==> config.mk <==
export PLATFORM = sky130hd
export DESIGN_NAME = charger_telemetry_alert_ctrl
export DESIGN_NICKNAME = d
export VERILOG_FILES = /design/src/logic/alert_pkg.sv /design/src/logic/sample_if.sv /design/src/logic/limit_cmp.sv /design/src/logic/warmup_timer.sv /design/src/logic/charger_telemetry_alert_ctrl.sv
export VERILOG_INCLUDE_DIRS = /design/src /design/src/logic
export SDC_FILE = /design/constraint.sdc
export NUM_CORES = 1
export LEC_CHECK = 0
export ABC_AREA = 1
export BUFFER_PORTS_ARGS = -buffer_cell sky130_fd_sc_hd__buf_2
export CAP_MARGIN = 0
export CORE_MARGIN = 5
export CORE_UTILIZATION = 55
export CTS_CLUSTER_DIAMETER = 200
export DETAILED_ROUTE_END_ITERATION = 10
export PLACE_DENSITY = 0.68
export SYNTH_ARGS = -nofsm -noshare
export SYNTH_HDL_FRONTEND = slang
export SYNTH_HIERARCHICAL = 1
export SYNTH_SLANG_ARGS = --single-unit
==> constraint.sdc <==
create_clock -name sys_clk -period 15.4 [get_ports sys_clk]
set_input_delay 1.54 -clock sys_clk [delete_from_list [all_inputs] [get_ports sys_clk]]
set_output_delay 1.54 -clock sys_clk [all_outputs]
set_load 0.01 [all_outputs]
==> src/logic/alert_map.svh <==
// Register offsets, field positions, reset values and timing counts of the alert block
`ifndef ALERT_MAP_SVH
`define ALERT_MAP_SVH

// ==========================================================
// Threshold registers
`define ADDR_VBAT_LO_THR 8'h01
`define ADDR_VBAT_HI_THR 8'h02
`define ADDR_VIN_LO_THR 8'h03
`define ADDR_VIN_HI_THR 8'h04
`define ADDR_VSYS_LO_THR 8'h05
`define ADDR_VSYS_HI_THR 8'h06
`define ADDR_IIN_HI_THR 8'h07
`define ADDR_IBAT_LO_THR 8'h08
`define ADDR_DIE_HI_THR 8'h09
`define ADDR_BSR_HI_THR 8'h0a
`define ADDR_NTC_HI_THR 8'h0b
`define ADDR_NTC_LO_THR 8'h0c
`define ADDR_QCOUNT_LO_THR 8'h10
`define ADDR_QCOUNT_HI_THR 8'h11

// ==========================================================
// Enable, flag and status registers
`define ADDR_LIMIT_EN 8'h0d
`define ADDR_PHASE_EN 8'h0e
`define ADDR_LOOP_EN 8'h0f
`define ADDR_LIMIT_FLAGS 8'h36
`define ADDR_MEAS_VALID 8'h4a
`define ADDR_PHASE_FLAGS 8'h50
`define ADDR_LOOP_FLAGS 8'h51
`define ADDR_LIVE_STATUS 8'h52

// ==========================================================
// Field positions and widths
`define BIT_MEAS_VALID 15
`define PHASE_W 11
`define LOOP_W 4
`define BIT_EQUALIZE 10
`define BIT_ABSORB 9
`define BIT_PRECHARGE 7
`define BIT_NTC_PAUSE 5
`define BIT_TIMER_TERM 4
`define BIT_CX_TERM 3
`define BIT_MAX_TIME 2
`define LIMIT_MASK 16'hbfff
`define RESET_WORD 16'h0000

// ==========================================================
// Timing
`define CLK_HZ 50000000
`define WARMUP_MS 12
`define WARMUP_CYCLES ((`WARMUP_MS * `CLK_HZ) / 1000)

`endif

==> src/logic/alert_pkg.sv <==
// Types shared by the alert block
package alert_pkg;

  // ==========================================================
  // Measurement channels
  typedef enum logic [3:0] {
    CH_VBAT = 4'h0,
    CH_VIN = 4'h1,
    CH_VSYS = 4'h2,
    CH_IBAT = 4'h3,
    CH_IIN = 4'h4,
    CH_DIE = 4'h5,
    CH_NTC = 4'h6,
    CH_BSR = 4'h7,
    CH_QCOUNT = 4'h8
  } meas_chan_t;

  // ==========================================================
  // Battery chemistry
  typedef enum logic [1:0] {
    CHEM_LI_ION = 2'h0,
    CHEM_LIFEPO4 = 2'h1,
    CHEM_LEAD_ACID = 2'h2
  } chem_t;

  // ==========================================================
  // Warm-up state
  typedef enum logic {
    WARM_RUN = 1'b0,
    WARM_DONE = 1'b1
  } warm_state_t;

endpackage

==> src/logic/sample_if.sv <==
// Measurement sample bundle passed to the limit comparators
`timescale 1ns/1ps
`default_nettype none
interface sample_if;
  import alert_pkg::*;
  logic strobe;
  meas_chan_t chan;
  logic [15:0] value;
  modport src (output strobe, output chan, output value);
  modport sink (input strobe, input chan, input value);
endinterface
`default_nettype wire

==> src/logic/limit_cmp.sv <==
// One signed threshold comparison against a new measurement result
`timescale 1ns/1ps
`default_nettype none
module limit_cmp #(
  parameter alert_pkg::meas_chan_t CHAN = alert_pkg::CH_VBAT,
  parameter bit HIGH = 1'b1
) (
  // Sample
  sample_if.sink smp,
  // Threshold and result
  input wire logic [15:0] limit,
  output logic hit
);
  import alert_pkg::*;

  // ==========================================================
  // Strictly above a high limit or strictly below a low limit
  always_comb begin
    hit = 1'b0;
    if (smp.strobe && (smp.chan == CHAN)) begin
      if (HIGH) begin
        hit = $signed(smp.value) > $signed(limit);
      end else begin
        hit = $signed(smp.value) < $signed(limit);
      end
    end
  end
endmodule
`default_nettype wire

==> src/logic/warmup_timer.sv <==
// Measurement warm-up timer giving the ready level and its rising pulse
`timescale 1ns/1ps
`default_nettype none
module warmup_timer #(
  parameter int unsigned CYCLES = 600000
) (
  // Clock and reset
  input wire logic sys_clk,
  input wire logic rst_n,
  // Status
  output logic ready,
  output logic ready_rise
);
  import alert_pkg::*;

  logic [23:0] cnt_q;
  warm_state_t state_q;

  // ==========================================================
  // Count out the warm-up once after reset
  always_ff @(posedge sys_clk or negedge rst_n) begin
    if (!rst_n) begin
      cnt_q <= 24'h000000;
      state_q <= WARM_RUN;
      ready_rise <= 1'b0;
    end else begin
      ready_rise <= 1'b0;
      unique case (state_q)
        WARM_RUN: begin
          if (cnt_q == 24'(CYCLES - 1)) begin
            state_q <= WARM_DONE;
            ready_rise <= 1'b1;
          end else begin
            cnt_q <= cnt_q + 24'h000001;
          end
        end
        WARM_DONE: begin
          cnt_q <= cnt_q;
        end
      endcase
    end
  end

  assign ready = (state_q == WARM_DONE);
endmodule
`default_nettype wire

==> src/logic/charger_telemetry_alert_ctrl.sv <==
// Programmable alert controller of the charger telemetry system
//
// Behaviour
// [RQ1] System-rail low and high signed thresholds detect the rail leaving the window.
// [RQ2] Input-current high signed threshold detects input current above it.
// [RQ3] Battery-current low signed threshold, discharge negative, detects current below it.
// [RQ4] Die-temperature high threshold in die code format detects codes above it.
// [RQ5] Series-resistance high threshold detects computed results above it.
// [RQ6] Thermistor ratio above high means cold, below low means hot.
// [RQ7] Limit enable bits: 15 valid, 13..0 per-limit as mapped.
// [RQ8] Enabled strict excursion sets the matching limit flag and asserts alert.
// [RQ9] Enabled excursions appear on the alert line and the limit flag register.
// [RQ10] Measurements become valid after about 12 ms; enabled, that raises an alert.
// [RQ11] Charger is held off until warm-up ends, whatever the valid enable.
// [RQ12] Charger-phase enable bits 10..0: equalize down to battery short.
// [RQ13] Phase alerts while in phase; equalize lead-acid only, absorb not lithium-ion.
// [RQ14] Precharge alert applies to lithium-ion below 2.9 V per cell.
// [RQ15] Thermistor pause alert applies to lithium chemistries only.
// [RQ16] Timer termination and max-time fault alerts apply to lithium chemistries.
// [RQ17] Current-threshold termination alert applies to lithium chemistries.
// [RQ18] Battery short and missing faults come from the detection phase.
// [RQ19] Loop enable bits: 3 undervoltage, 2 input current, 1 charge current, 0 voltage.
// [RQ20] Enabled loop alerts while that loop governs charger current.
// [RQ21] Battery-voltage low and high signed thresholds.
// [RQ22] Input-voltage low and high thresholds.
// [RQ23] Charge-count low and high thresholds in the accumulator format.
// [RQ24] Measurement-valid status bit 0 reads 1 once telemetry is ready.
// [RQ25] Flags stay set until software clears; alert holds while any flag set.
// [RQ26] Comparisons are signed 16-bit on each newly completed result.
`include "alert_map.svh"
`timescale 1ns/1ps
`default_nettype none
module charger_telemetry_alert_ctrl #(
  parameter int unsigned WARMUP_CYCLES = `WARMUP_CYCLES
) (
  // Clock and reset
  input wire logic sys_clk,
  input wire logic rstn,
  // Register port
  input wire logic [7:0] reg_addr,
  input wire logic [15:0] reg_wdata,
  input wire logic reg_wr,
  input wire logic reg_rd,
  output logic [15:0] reg_rdata,
  // Measurement results
  input wire logic meas_strobe,
  input wire alert_pkg::meas_chan_t meas_chan,
  input wire logic [15:0] meas_value,
  // Charger condition
  input wire alert_pkg::chem_t chem,
  input wire logic [10:0] charger_phase,
  input wire logic [3:0] regulation_loop,
  // Status
  output logic meas_sys_valid,
  output logic charger_run_ok,
  // Alert pin, open drain
  output logic smbalert_o,
  output logic smbalert_oe
);
  import alert_pkg::*;

  localparam int NLIM = 14;

  // ==========================================================
  // Limit table, one entry per limit enable bit 13..0
  localparam logic [7:0] LIM_ADDR [NLIM] = '{
    `ADDR_NTC_LO_THR, `ADDR_NTC_HI_THR, `ADDR_BSR_HI_THR, `ADDR_DIE_HI_THR,
    `ADDR_IBAT_LO_THR, `ADDR_IIN_HI_THR, `ADDR_VSYS_HI_THR, `ADDR_VSYS_LO_THR,
    `ADDR_VIN_HI_THR, `ADDR_VIN_LO_THR, `ADDR_VBAT_HI_THR, `ADDR_VBAT_LO_THR,
    `ADDR_QCOUNT_HI_THR, `ADDR_QCOUNT_LO_THR
  };
  localparam meas_chan_t LIM_CHAN [NLIM] = '{
    CH_NTC, CH_NTC, CH_BSR, CH_DIE, CH_IBAT, CH_IIN, CH_VSYS, CH_VSYS,
    CH_VIN, CH_VIN, CH_VBAT, CH_VBAT, CH_QCOUNT, CH_QCOUNT
  };
  localparam bit LIM_HIGH [NLIM] = '{
    1'b0, 1'b1, 1'b1, 1'b1, 1'b0, 1'b1, 1'b1, 1'b0,
    1'b1, 1'b0, 1'b1, 1'b0, 1'b1, 1'b0
  };

  // ==========================================================
  // Reset release
  logic rst_meta_q;
  logic rst_n;

  always_ff @(posedge sys_clk or negedge rstn) begin
    if (!rstn) begin
      rst_meta_q <= 1'b0;
      rst_n <= 1'b0;
    end else begin
      rst_meta_q <= 1'b1;
      rst_n <= rst_meta_q;
    end
  end

  // ==========================================================
  // Declarations
  logic [15:0] thr_q [NLIM];
  logic [15:0] limit_en_q;
  logic [`PHASE_W-1:0] phase_en_q;
  logic [`LOOP_W-1:0] loop_en_q;
  logic [15:0] limit_flag_q;
  logic [15:0] limit_flag_d;
  logic [`PHASE_W-1:0] phase_flag_q;
  logic [`PHASE_W-1:0] phase_flag_d;
  logic [`LOOP_W-1:0] loop_flag_q;
  logic [`LOOP_W-1:0] loop_flag_d;
  logic [NLIM-1:0] lim_hit;
  logic [15:0] limit_set;
  logic [`PHASE_W-1:0] phase_live;
  logic [`LOOP_W-1:0] loop_live;
  logic warm_ready;
  logic warm_rise;
  logic alert_q;
  logic [15:0] rdata_d;
  logic is_lithium;

  sample_if smp ();

  // ==========================================================
  // Sample bundle towards the comparators
  assign smp.strobe = meas_strobe;
  assign smp.chan = meas_chan;
  assign smp.value = meas_value;

  // ==========================================================
  // Threshold registers and their comparators
  for (genvar i = 0; i < NLIM; i++) begin : g_lim
    always_ff @(posedge sys_clk or negedge rst_n) begin
      if (!rst_n) begin
        thr_q[i] <= `RESET_WORD;
      end else if (reg_wr && (reg_addr == LIM_ADDR[i])) begin
        thr_q[i] <= reg_wdata; // [RQ1] [RQ2] [RQ3] [RQ4] [RQ5] [RQ6] [RQ21] [RQ22] [RQ23]
      end
    end

    limit_cmp #(
      .CHAN(LIM_CHAN[i]),
      .HIGH(LIM_HIGH[i])
    ) u_cmp (
      .smp(smp.sink),
      .limit(thr_q[i]),
      .hit(lim_hit[i]) // [RQ26]
    );
  end

  // ==========================================================
  // Enable registers
  always_ff @(posedge sys_clk or negedge rst_n) begin
    if (!rst_n) begin
      limit_en_q <= `RESET_WORD;
    end else if (reg_wr && (reg_addr == `ADDR_LIMIT_EN)) begin
      limit_en_q <= reg_wdata & `LIMIT_MASK; // [RQ7]
    end
  end

  always_ff @(posedge sys_clk or negedge rst_n) begin
    if (!rst_n) begin
      phase_en_q <= `PHASE_W'(`RESET_WORD);
    end else if (reg_wr && (reg_addr == `ADDR_PHASE_EN)) begin
      phase_en_q <= reg_wdata[`PHASE_W-1:0]; // [RQ12]
    end
  end

  always_ff @(posedge sys_clk or negedge rst_n) begin
    if (!rst_n) begin
      loop_en_q <= `LOOP_W'(`RESET_WORD);
    end else if (reg_wr && (reg_addr == `ADDR_LOOP_EN)) begin
      loop_en_q <= reg_wdata[`LOOP_W-1:0]; // [RQ19]
    end
  end

  // ==========================================================
  // Measurement warm-up
  warmup_timer #(
    .CYCLES(WARMUP_CYCLES)
  ) u_warm (
    .sys_clk(sys_clk),
    .rst_n(rst_n),
    .ready(warm_ready), // [RQ10]
    .ready_rise(warm_rise)
  );

  assign meas_sys_valid = warm_ready; // [RQ24]
  assign charger_run_ok = warm_ready; // [RQ11]

  // ==========================================================
  // Limit flag events
  always_comb begin
    limit_set = 16'h0000;
    limit_set[NLIM-1:0] = lim_hit & limit_en_q[NLIM-1:0]; // [RQ8]
    limit_set[`BIT_MEAS_VALID] = warm_rise & limit_en_q[`BIT_MEAS_VALID]; // [RQ10]
  end

  // ==========================================================
  // Charger phase qualification by chemistry
  assign is_lithium = (chem == CHEM_LI_ION) || (chem == CHEM_LIFEPO4);

  always_comb begin
    phase_live = charger_phase; // [RQ18]
    if (chem != CHEM_LEAD_ACID) begin
      phase_live[`BIT_EQUALIZE] = 1'b0; // [RQ13]
    end
    if (chem == CHEM_LI_ION) begin
      phase_live[`BIT_ABSORB] = 1'b0; // [RQ13]
    end
    if (chem != CHEM_LI_ION) begin
      phase_live[`BIT_PRECHARGE] = 1'b0; // [RQ14]
    end
    if (!is_lithium) begin
      phase_live[`BIT_NTC_PAUSE] = 1'b0; // [RQ15]
      phase_live[`BIT_TIMER_TERM] = 1'b0; // [RQ16]
      phase_live[`BIT_MAX_TIME] = 1'b0; // [RQ16]
      phase_live[`BIT_CX_TERM] = 1'b0; // [RQ17]
    end
  end

  // Loop-in-control bits need no qualification
  assign loop_live = regulation_loop;

  // ==========================================================
  // Sticky flags, a set in the clearing cycle wins
  always_comb begin
    limit_flag_d = limit_flag_q;
    if (reg_wr && (reg_addr == `ADDR_LIMIT_FLAGS)) begin
      limit_flag_d = limit_flag_q & reg_wdata; // [RQ25]
    end
    limit_flag_d = limit_flag_d | limit_set; // [RQ9]
  end

  always_comb begin
    phase_flag_d = phase_flag_q;
    if (reg_wr && (reg_addr == `ADDR_PHASE_FLAGS)) begin
      phase_flag_d = phase_flag_q & reg_wdata[`PHASE_W-1:0]; // [RQ25]
    end
    phase_flag_d = phase_flag_d | (phase_live & phase_en_q); // [RQ13]
  end

  always_comb begin
    loop_flag_d = loop_flag_q;
    if (reg_wr && (reg_addr == `ADDR_LOOP_FLAGS)) begin
      loop_flag_d = loop_flag_q & reg_wdata[`LOOP_W-1:0]; // [RQ25]
    end
    loop_flag_d = loop_flag_d | (loop_live & loop_en_q); // [RQ20]
  end

  always_ff @(posedge sys_clk or negedge rst_n) begin
    if (!rst_n) begin
      limit_flag_q <= `RESET_WORD;
    end else begin
      limit_flag_q <= limit_flag_d;
    end
  end

  always_ff @(posedge sys_clk or negedge rst_n) begin
    if (!rst_n) begin
      phase_flag_q <= `PHASE_W'(`RESET_WORD);
      loop_flag_q <= `LOOP_W'(`RESET_WORD);
    end else begin
      phase_flag_q <= phase_flag_d;
      loop_flag_q <= loop_flag_d;
    end
  end

  // ==========================================================
  // Alert line, pulled low while any flag stands
  always_ff @(posedge sys_clk or negedge rst_n) begin
    if (!rst_n) begin
      alert_q <= 1'b0;
    end else begin
      alert_q <= (|limit_flag_d) | (|phase_flag_d) | (|loop_flag_d); // [RQ9] [RQ25]
    end
  end

  assign smbalert_o = 1'b0;
  assign smbalert_oe = alert_q;

  // ==========================================================
  // Read data
  always_comb begin
    rdata_d = 16'h0000;
    for (int k = 0; k < NLIM; k++) begin
      if (reg_addr == LIM_ADDR[k]) begin
        rdata_d = thr_q[k];
      end
    end
    case (reg_addr)
      `ADDR_LIMIT_EN: begin
        rdata_d = limit_en_q;
      end
      `ADDR_PHASE_EN: begin
        rdata_d = 16'(phase_en_q);
      end
      `ADDR_LOOP_EN: begin
        rdata_d = 16'(loop_en_q);
      end
      `ADDR_LIMIT_FLAGS: begin
        rdata_d = limit_flag_q;
      end
      `ADDR_PHASE_FLAGS: begin
        rdata_d = 16'(phase_flag_q);
      end
      `ADDR_LOOP_FLAGS: begin
        rdata_d = 16'(loop_flag_q);
      end
      `ADDR_MEAS_VALID: begin
        rdata_d = {15'h0000, warm_ready}; // [RQ24]
      end
      `ADDR_LIVE_STATUS: begin
        rdata_d = {1'b0, loop_live, phase_live};
      end
      default: begin
        rdata_d = rdata_d;
      end
    endcase
  end

  always_ff @(posedge sys_clk or negedge rst_n) begin
    if (!rst_n) begin
      reg_rdata <= 16'h0000;
    end else if (reg_rd) begin
      reg_rdata <= rdata_d;
    end
  end
endmodule
`default_nettype wire

Word-level counts from Yosys, hierarchy flattened
Index checks and enable logic that the tools add are counted.
Widths: inputs -> output; s select.
- logic and storage cells: 167
- flip-flop bits (word level): 330
- input bits: 66
- bitwise operators: 13
- multiplexer cells: 41
- order comparisons: 14
- equal/unequal tests: 34
- reduce and logical (&&, ||, !) cells: 37
- add/sub/neg operators: 1
- operators by type and width (operator ; count):
    $mux 16 ; 15
    $gt 16x16->1 ; 8
    $pmux 16 s8 ; 1
    $lt 16x16->1 ; 6
    $eq 8x4->1 const B ; 8
    $mux 24 ; 2
    $eq 8x3->1 const B ; 4
    $eq 8x7->1 const B ; 4
    $logic_and 1x1->1 ; 29
    $add 24x1->24 const B ; 1
    $eq 24x20->1 const B ; 1
    $and 11x11->11 ; 2
    $mux 1 ; 20
    $and 16x16->16 ; 1
    $eq 4x3->1 const B ; 4
    $eq 8x2->1 const B ; 2
    $eq 8x5->1 const B ; 2
    $or 16x16->16 ; 1
    $reduce_or 16->1 ; 1
    $and 14x14->14 ; 1
    $mux 11 ; 1
    $or 11x11->11 ; 1
    $reduce_or 11->1 ; 1
    $and 4x4->4 ; 2
    other kinds (18) ; 22

Logic depth before layout (Yosys ltp)
- depth after elaboration: 16
- mapped depth: 18

Hierarchy
Netlist, hierarchy kept.
- modules (own cells, without submodules) (module ; instances ; area an instance (µm²) ; cells each):
    charger_telemetry_alert_ctrl ; 1 ; 13843.3 ; 1687
    limit_cmp (g_lim[10].u_cmp ...) ; 3 ; 518.0 ; 90
    warmup_timer ; 1 ; 1546.5 ; 204
    limit_cmp (g_lim[1].u_cmp ...) ; 2 ; 520.5 ; 90
    limit_cmp (g_lim[7].u_cmp ...) ; 2 ; 456.7 ; 72
    limit_cmp (g_lim[8].u_cmp) ; 1 ; 539.3 ; 91
    limit_cmp (g_lim[6].u_cmp) ; 1 ; 521.8 ; 91
    limit_cmp (g_lim[2].u_cmp) ; 1 ; 520.5 ; 91
    limit_cmp (g_lim[11].u_cmp) ; 1 ; 460.4 ; 74
    limit_cmp (g_lim[4].u_cmp) ; 1 ; 459.2 ; 73
    limit_cmp (g_lim[13].u_cmp) ; 1 ; 457.9 ; 73
    limit_cmp (g_lim[0].u_cmp) ; 1 ; 451.7 ; 73

Worst setup path before layout
Ideal clock, no wire load.
- kind: input -> register
- start point: input port meas_value[15]
- end point: register alert_q (netlist: smbalert_oe)
- library setup time: 119 ps
- arrival: 2965 ps
- stages: 16
- setup slack: 12316 ps
- path buffers: 0
- path through: ha_1 nand2_2 nor2_4 nand2_2 nor2_4 nand2_2 nand2_1 nor2_1 nor2_1 nor2_1 a21oi_1 nand2_1 nor3_2 nand4_1 nor2_1 nand2_1
- longest elaborated chain between the ends: 7
- elaborated cells on any way between the ends: 33
- classes of those cells: order compare: 14; mux: 14; bitwise: 4; reduce/logical: 1
- RTL lines (what ; line ; text):
    start, declared ; charger_telemetry_alert_ctrl.sv:48 ; input wire logic [15:0] meas_value,
    $gt 16x16->1 ; limit_cmp.sv:22 ; hit = $signed(smp.value) > $signed(limit);
    $mux 1 ; limit_cmp.sv:20 ; if (smp.strobe && (smp.chan == CHAN)) begin
    via lim_hit[12] ; charger_telemetry_alert_ctrl.sv:108 ; logic [NLIM-1:0] lim_hit;
    $and 14x14->14 ; charger_telemetry_alert_ctrl.sv:191 ; limit_set[NLIM-1:0] = lim_hit & limit_en_q[NLIM-1:0];
    $or 16x16->16 ; charger_telemetry_alert_ctrl.sv:228 ; limit_flag_d = limit_flag_d | limit_set;
    $reduce_or 16->1 ; charger_telemetry_alert_ctrl.sv:271 ; alert_q <= (|limit_flag_d) | (|phase_flag_d) | (|loop_flag_d);
    $or 1x1->1 (2 in a row) ; charger_telemetry_alert_ctrl.sv:271 ;
    end signal, assigned ; charger_telemetry_alert_ctrl.sv:271 ;
    end, declared ; charger_telemetry_alert_ctrl.sv:114 ; logic alert_q;
The timed path passes the listed nets, and every way through them passes these cells.
A chain may end at the register's enable or synchronous reset.

Final worst setup path
- start point: input port reg_addr[6]
- end point: register thr_q[166] (netlist bit)
- longest elaborated chain between the ends: 2
- RTL lines (what ; line ; text):
    start, declared ; charger_telemetry_alert_ctrl.sv:40 ; input wire logic [7:0] reg_addr,
    $eq 8x4->1 ; charger_telemetry_alert_ctrl.sv:132 ; end else if (reg_wr && (reg_addr == LIM_ADDR[i])) begin
    $logic_and 1x1->1 ; charger_telemetry_alert_ctrl.sv:132 ;
    end signal, assigned by index ; charger_telemetry_alert_ctrl.sv:131 ; thr_q[i] <= `RESET_WORD;
    end signal, assigned by index ; charger_telemetry_alert_ctrl.sv:133 ; thr_q[i] <= reg_wdata;
    end, declared ; charger_telemetry_alert_ctrl.sv:98 ; logic [15:0] thr_q [NLIM];
Every way passes these cells.

==> impl_metrics.env <==
export IMPL_clk_pin_slew_ps=50
export IMPL_cts_resized=0
export IMPL_seq_area_frac_synth=0.370
export IMPL_drv_cap=0
export IMPL_worstPathCellList="buf_2 -> nor2_1 -> nand2_4 -> inv_2 -> nand3_2 -> inv_1 -> nand2_1 -> o21ai_0"
export IMPL_cts_sinks=330
export IMPL_die_area_mm2=0.0447
export IMPL_start_kind="input port"
export IMPL_wl_mm=73.4
export IMPL_p_leak_nw=11.8
export IMPL_fmaxAchievable_mhz=252
export IMPL_core_area_mm2=0.0399
export IMPL_critical_path_max_stage_delay_ps=730
export IMPL_worst_skew_pair_late_latency_ps=560
export IMPL_dp_worst_setup_slack_ps=10960
export IMPL_rsz0062_at_grt="no"
export IMPL_skew_ps=19.3
export IMPL_ant_nets=0
export IMPL_synth_area_leader_cell="dfrtp_1"
export IMPL_crit_arrival_ps=4410
export IMPL_worstPathRequired_ps=15840
export IMPL_syn_num_nets=3336
export IMPL_peakVddDrop_mv=0.0906
export IMPL_dr_total_vias=20346
export IMPL_track_usage=0.328
export IMPL_post_cts_buffers=0
export IMPL_synth_edf_count=0
export IMPL_viasPerCell=5.58
export IMPL_hold_path_class="reg2reg"
export IMPL_avgRoutedWirePerCell_um=20.1
export IMPL_root_buffer="clkbuf_16"
export IMPL_synth_commonest_cells="nand2_1 (888), inv_1 (482), dfrtp_1 (330)"
export IMPL_syn_area_mm2=0.0223
export IMPL_io_pins=86
export IMPL_hold_viol_final=0
export IMPL_die_h_um=211
export IMPL_cts_tree="built"
export IMPL_holdBufCountCts=0
export IMPL_grt_max_degree=77
export IMPL_crit_path_top_delay_cell="inv_2"
export IMPL_filler_cell_count=3688
export IMPL_antenna_cells=0
export IMPL_syn_avg_cell_area_um2=7.31
export IMPL_crit_type="in2reg"
export IMPL_ys_flop_type="dfrtp_1"
export IMPL_drc=0
export IMPL_grt_pass1_wl_mm=113
export IMPL_clock_path_buffers=3
export IMPL_antenna_found_initial=3
export IMPL_ys_ff_latch=330
export IMPL_finalCritPeriodShare=0.258
export IMPL_endpoint_kind="register"
export IMPL_post_route_util=0.610
export IMPL_die_w_um=211
export IMPL_placed_cell_area_mm2=0.0231
export IMPL_synth_area_top_cells="dfrtp_1 (37%), nand2_1 (15%), ha_1 (12%)"
export IMPL_final_setup_viol_count=0
export IMPL_cts_buffers=38
export IMPL_drv_slew=0
export IMPL_synthDistinctLibCells=53
export IMPL_fin_tns_setup_ps=0
export IMPL_dp_hpwl_mm=53.2
export IMPL_overflow=0
export IMPL_slew_headroom=0.205
export IMPL_fin_ws_ps=11430
export IMPL_path_max_fanout=56
export IMPL_tightest_slew_ps=1190
export IMPL_period_minus_slack_ps=3970
export IMPL_grt_pass1_vias=19440
export IMPL_outcome="complete, no violations"
export IMPL_areaGrowthSynthToFinish_pct=9.19
export IMPL_yosysWarnings=6
export IMPL_io_buffers=84
export IMPL_place_congestion=0.963
export IMPL_cts_max_level=2
export IMPL_fp_row_count=73
export IMPL_crit_buf_inv=3
export IMPL_synthArstFlopShare=1.00
export IMPL_crit_family="simple AND/OR/NAND/NOR gates"
export IMPL_synth_top_area_share=0.370
export IMPL_initial_utilization=0.559
export IMPL_yosysMostFrequentCell="nand2_1"
export IMPL_synth_cells=3051
export IMPL_drtIter0Drc=1898
export IMPL_drive_above_1_share=0.109
export IMPL_r2r_setup_slack_ps=12380
export IMPL_drt_first_pass_iters=6
export IMPL_nets=3378
export IMPL_design_area_mm2=0.0244
export IMPL_power_density_mw_per_mm2=90.5
registers in the layout, summed over array words and instances (netlist names), 4 cells and up:
signal and cells:
phase_flag_q 11, loop_en_q 4, limit_flag_q 16, loop_flag_q 4
thr_q 224, reg_rdata 16, u_warm/cnt_q 24, limit_en_q 15
phase_en_q 11
worst paths after layout:
kind,start,endpoint,cells past startpoint
min in group asynchronous,rst_n$_DFF_PN0_,thr_q[168]$_DFFE_PN0P_,0
max reg2reg,rst_n$_DFF_PN0_,thr_q[15]$_DFFE_PN0P_,2
min,rst_meta_q$_DFF_PN0_,rst_n$_DFF_PN0_,0
min reg2reg,rst_meta_q$_DFF_PN0_,rst_n$_DFF_PN0_,0
max,reg_addr[6],thr_q[166]$_DFFE_PN0P_,8
max in group asynchronous,rst_n$_DFF_PN0_,thr_q[15]$_DFFE_PN0P_,2
report_power, final:
part	switching (mW)	leakage, nW	internal, mW
sequential	0.0441	4.45	0.912
clock	0.386	0.641	0.559
combinational	0.205	6.66	0.0985
metal layers:
layer | global-route usage | share of wire | vias to the layer above
met5 | 0 | 0.00057 | -
li1 | - | - | 9767
met2 | 0.501 | 0.44 | 794
met4 | 0.132 | 0.041 | 6
met1 | 0.448 | 0.42 | 9592
met3 | 0.0846 | 0.097 | 187
worst reg2reg max path, stage by stage (launching register included):
cell and delay [ps]:
dfrtp_4 1110, buf_4 910, buf_4 940
cells in the final DEF (no fill, tap or decap), drive strengths merged, types with 3 or more instances in the layout:
| master | count |
|---|---|
| o21a | 6 |
| buf | 96 |
| bufinv | 3 |
| ha | 219 |
| nand3b | 3 |
| o22ai | 4 |
| xnor2 | 3 |
| clkinv | 13 |
| nor4 | 12 |
| o2111ai | 3 |
| dfrtp | 330 |
| nor4b | 3 |
| nand2 | 933 |
| clkbuf | 52 |
| a211oi | 5 |
| o21ai | 299 |
| nand4 | 76 |
| a21oi | 96 |
| xor2 | 14 |
| nor3b | 3 |
| nor2 | 232 |
| nor3 | 25 |
| inv | 512 |
| nand3 | 136 |
| or2 | 28 |
final cells by class:
type                            count  area, µm²  area share
Clock inverter                     16        173     0.00709
Tap cell                          525        657      0.0270
Inverter                          513       1930      0.0791
Sequential cell                   330       8260       0.339
Multi-Input combinational cell   2114      11700       0.481
Timing Repair Buffer               96        510      0.0210
Clock buffer                       52       1110      0.0458
cell families (layout without fill, tap and decap cells):
group,Yosys count,count (layout),share of synthesized area
compound gates,425,425,0.100
buf+inv,607,677,0.105
flops,330,330,0.370
fa+ha+maj,219,219,0.123
simple gates,1451,1451,0.295
other cells,2,2,0.000337
xor+xnor,17,17,0.00667
metrics by stage:
stage          hold slack [ps]  instances  total power, mW
3_3_place_gp               341       3578             1.25
3_5_place_dp               336       3578             1.27
5_1_grt                    379       3646             2.30
2_1_floorplan              331       3051             1.15
4_1_cts                    360       3646             2.21
6_report                   354       3646             2.21
Power figures use the tool's default switching activity.
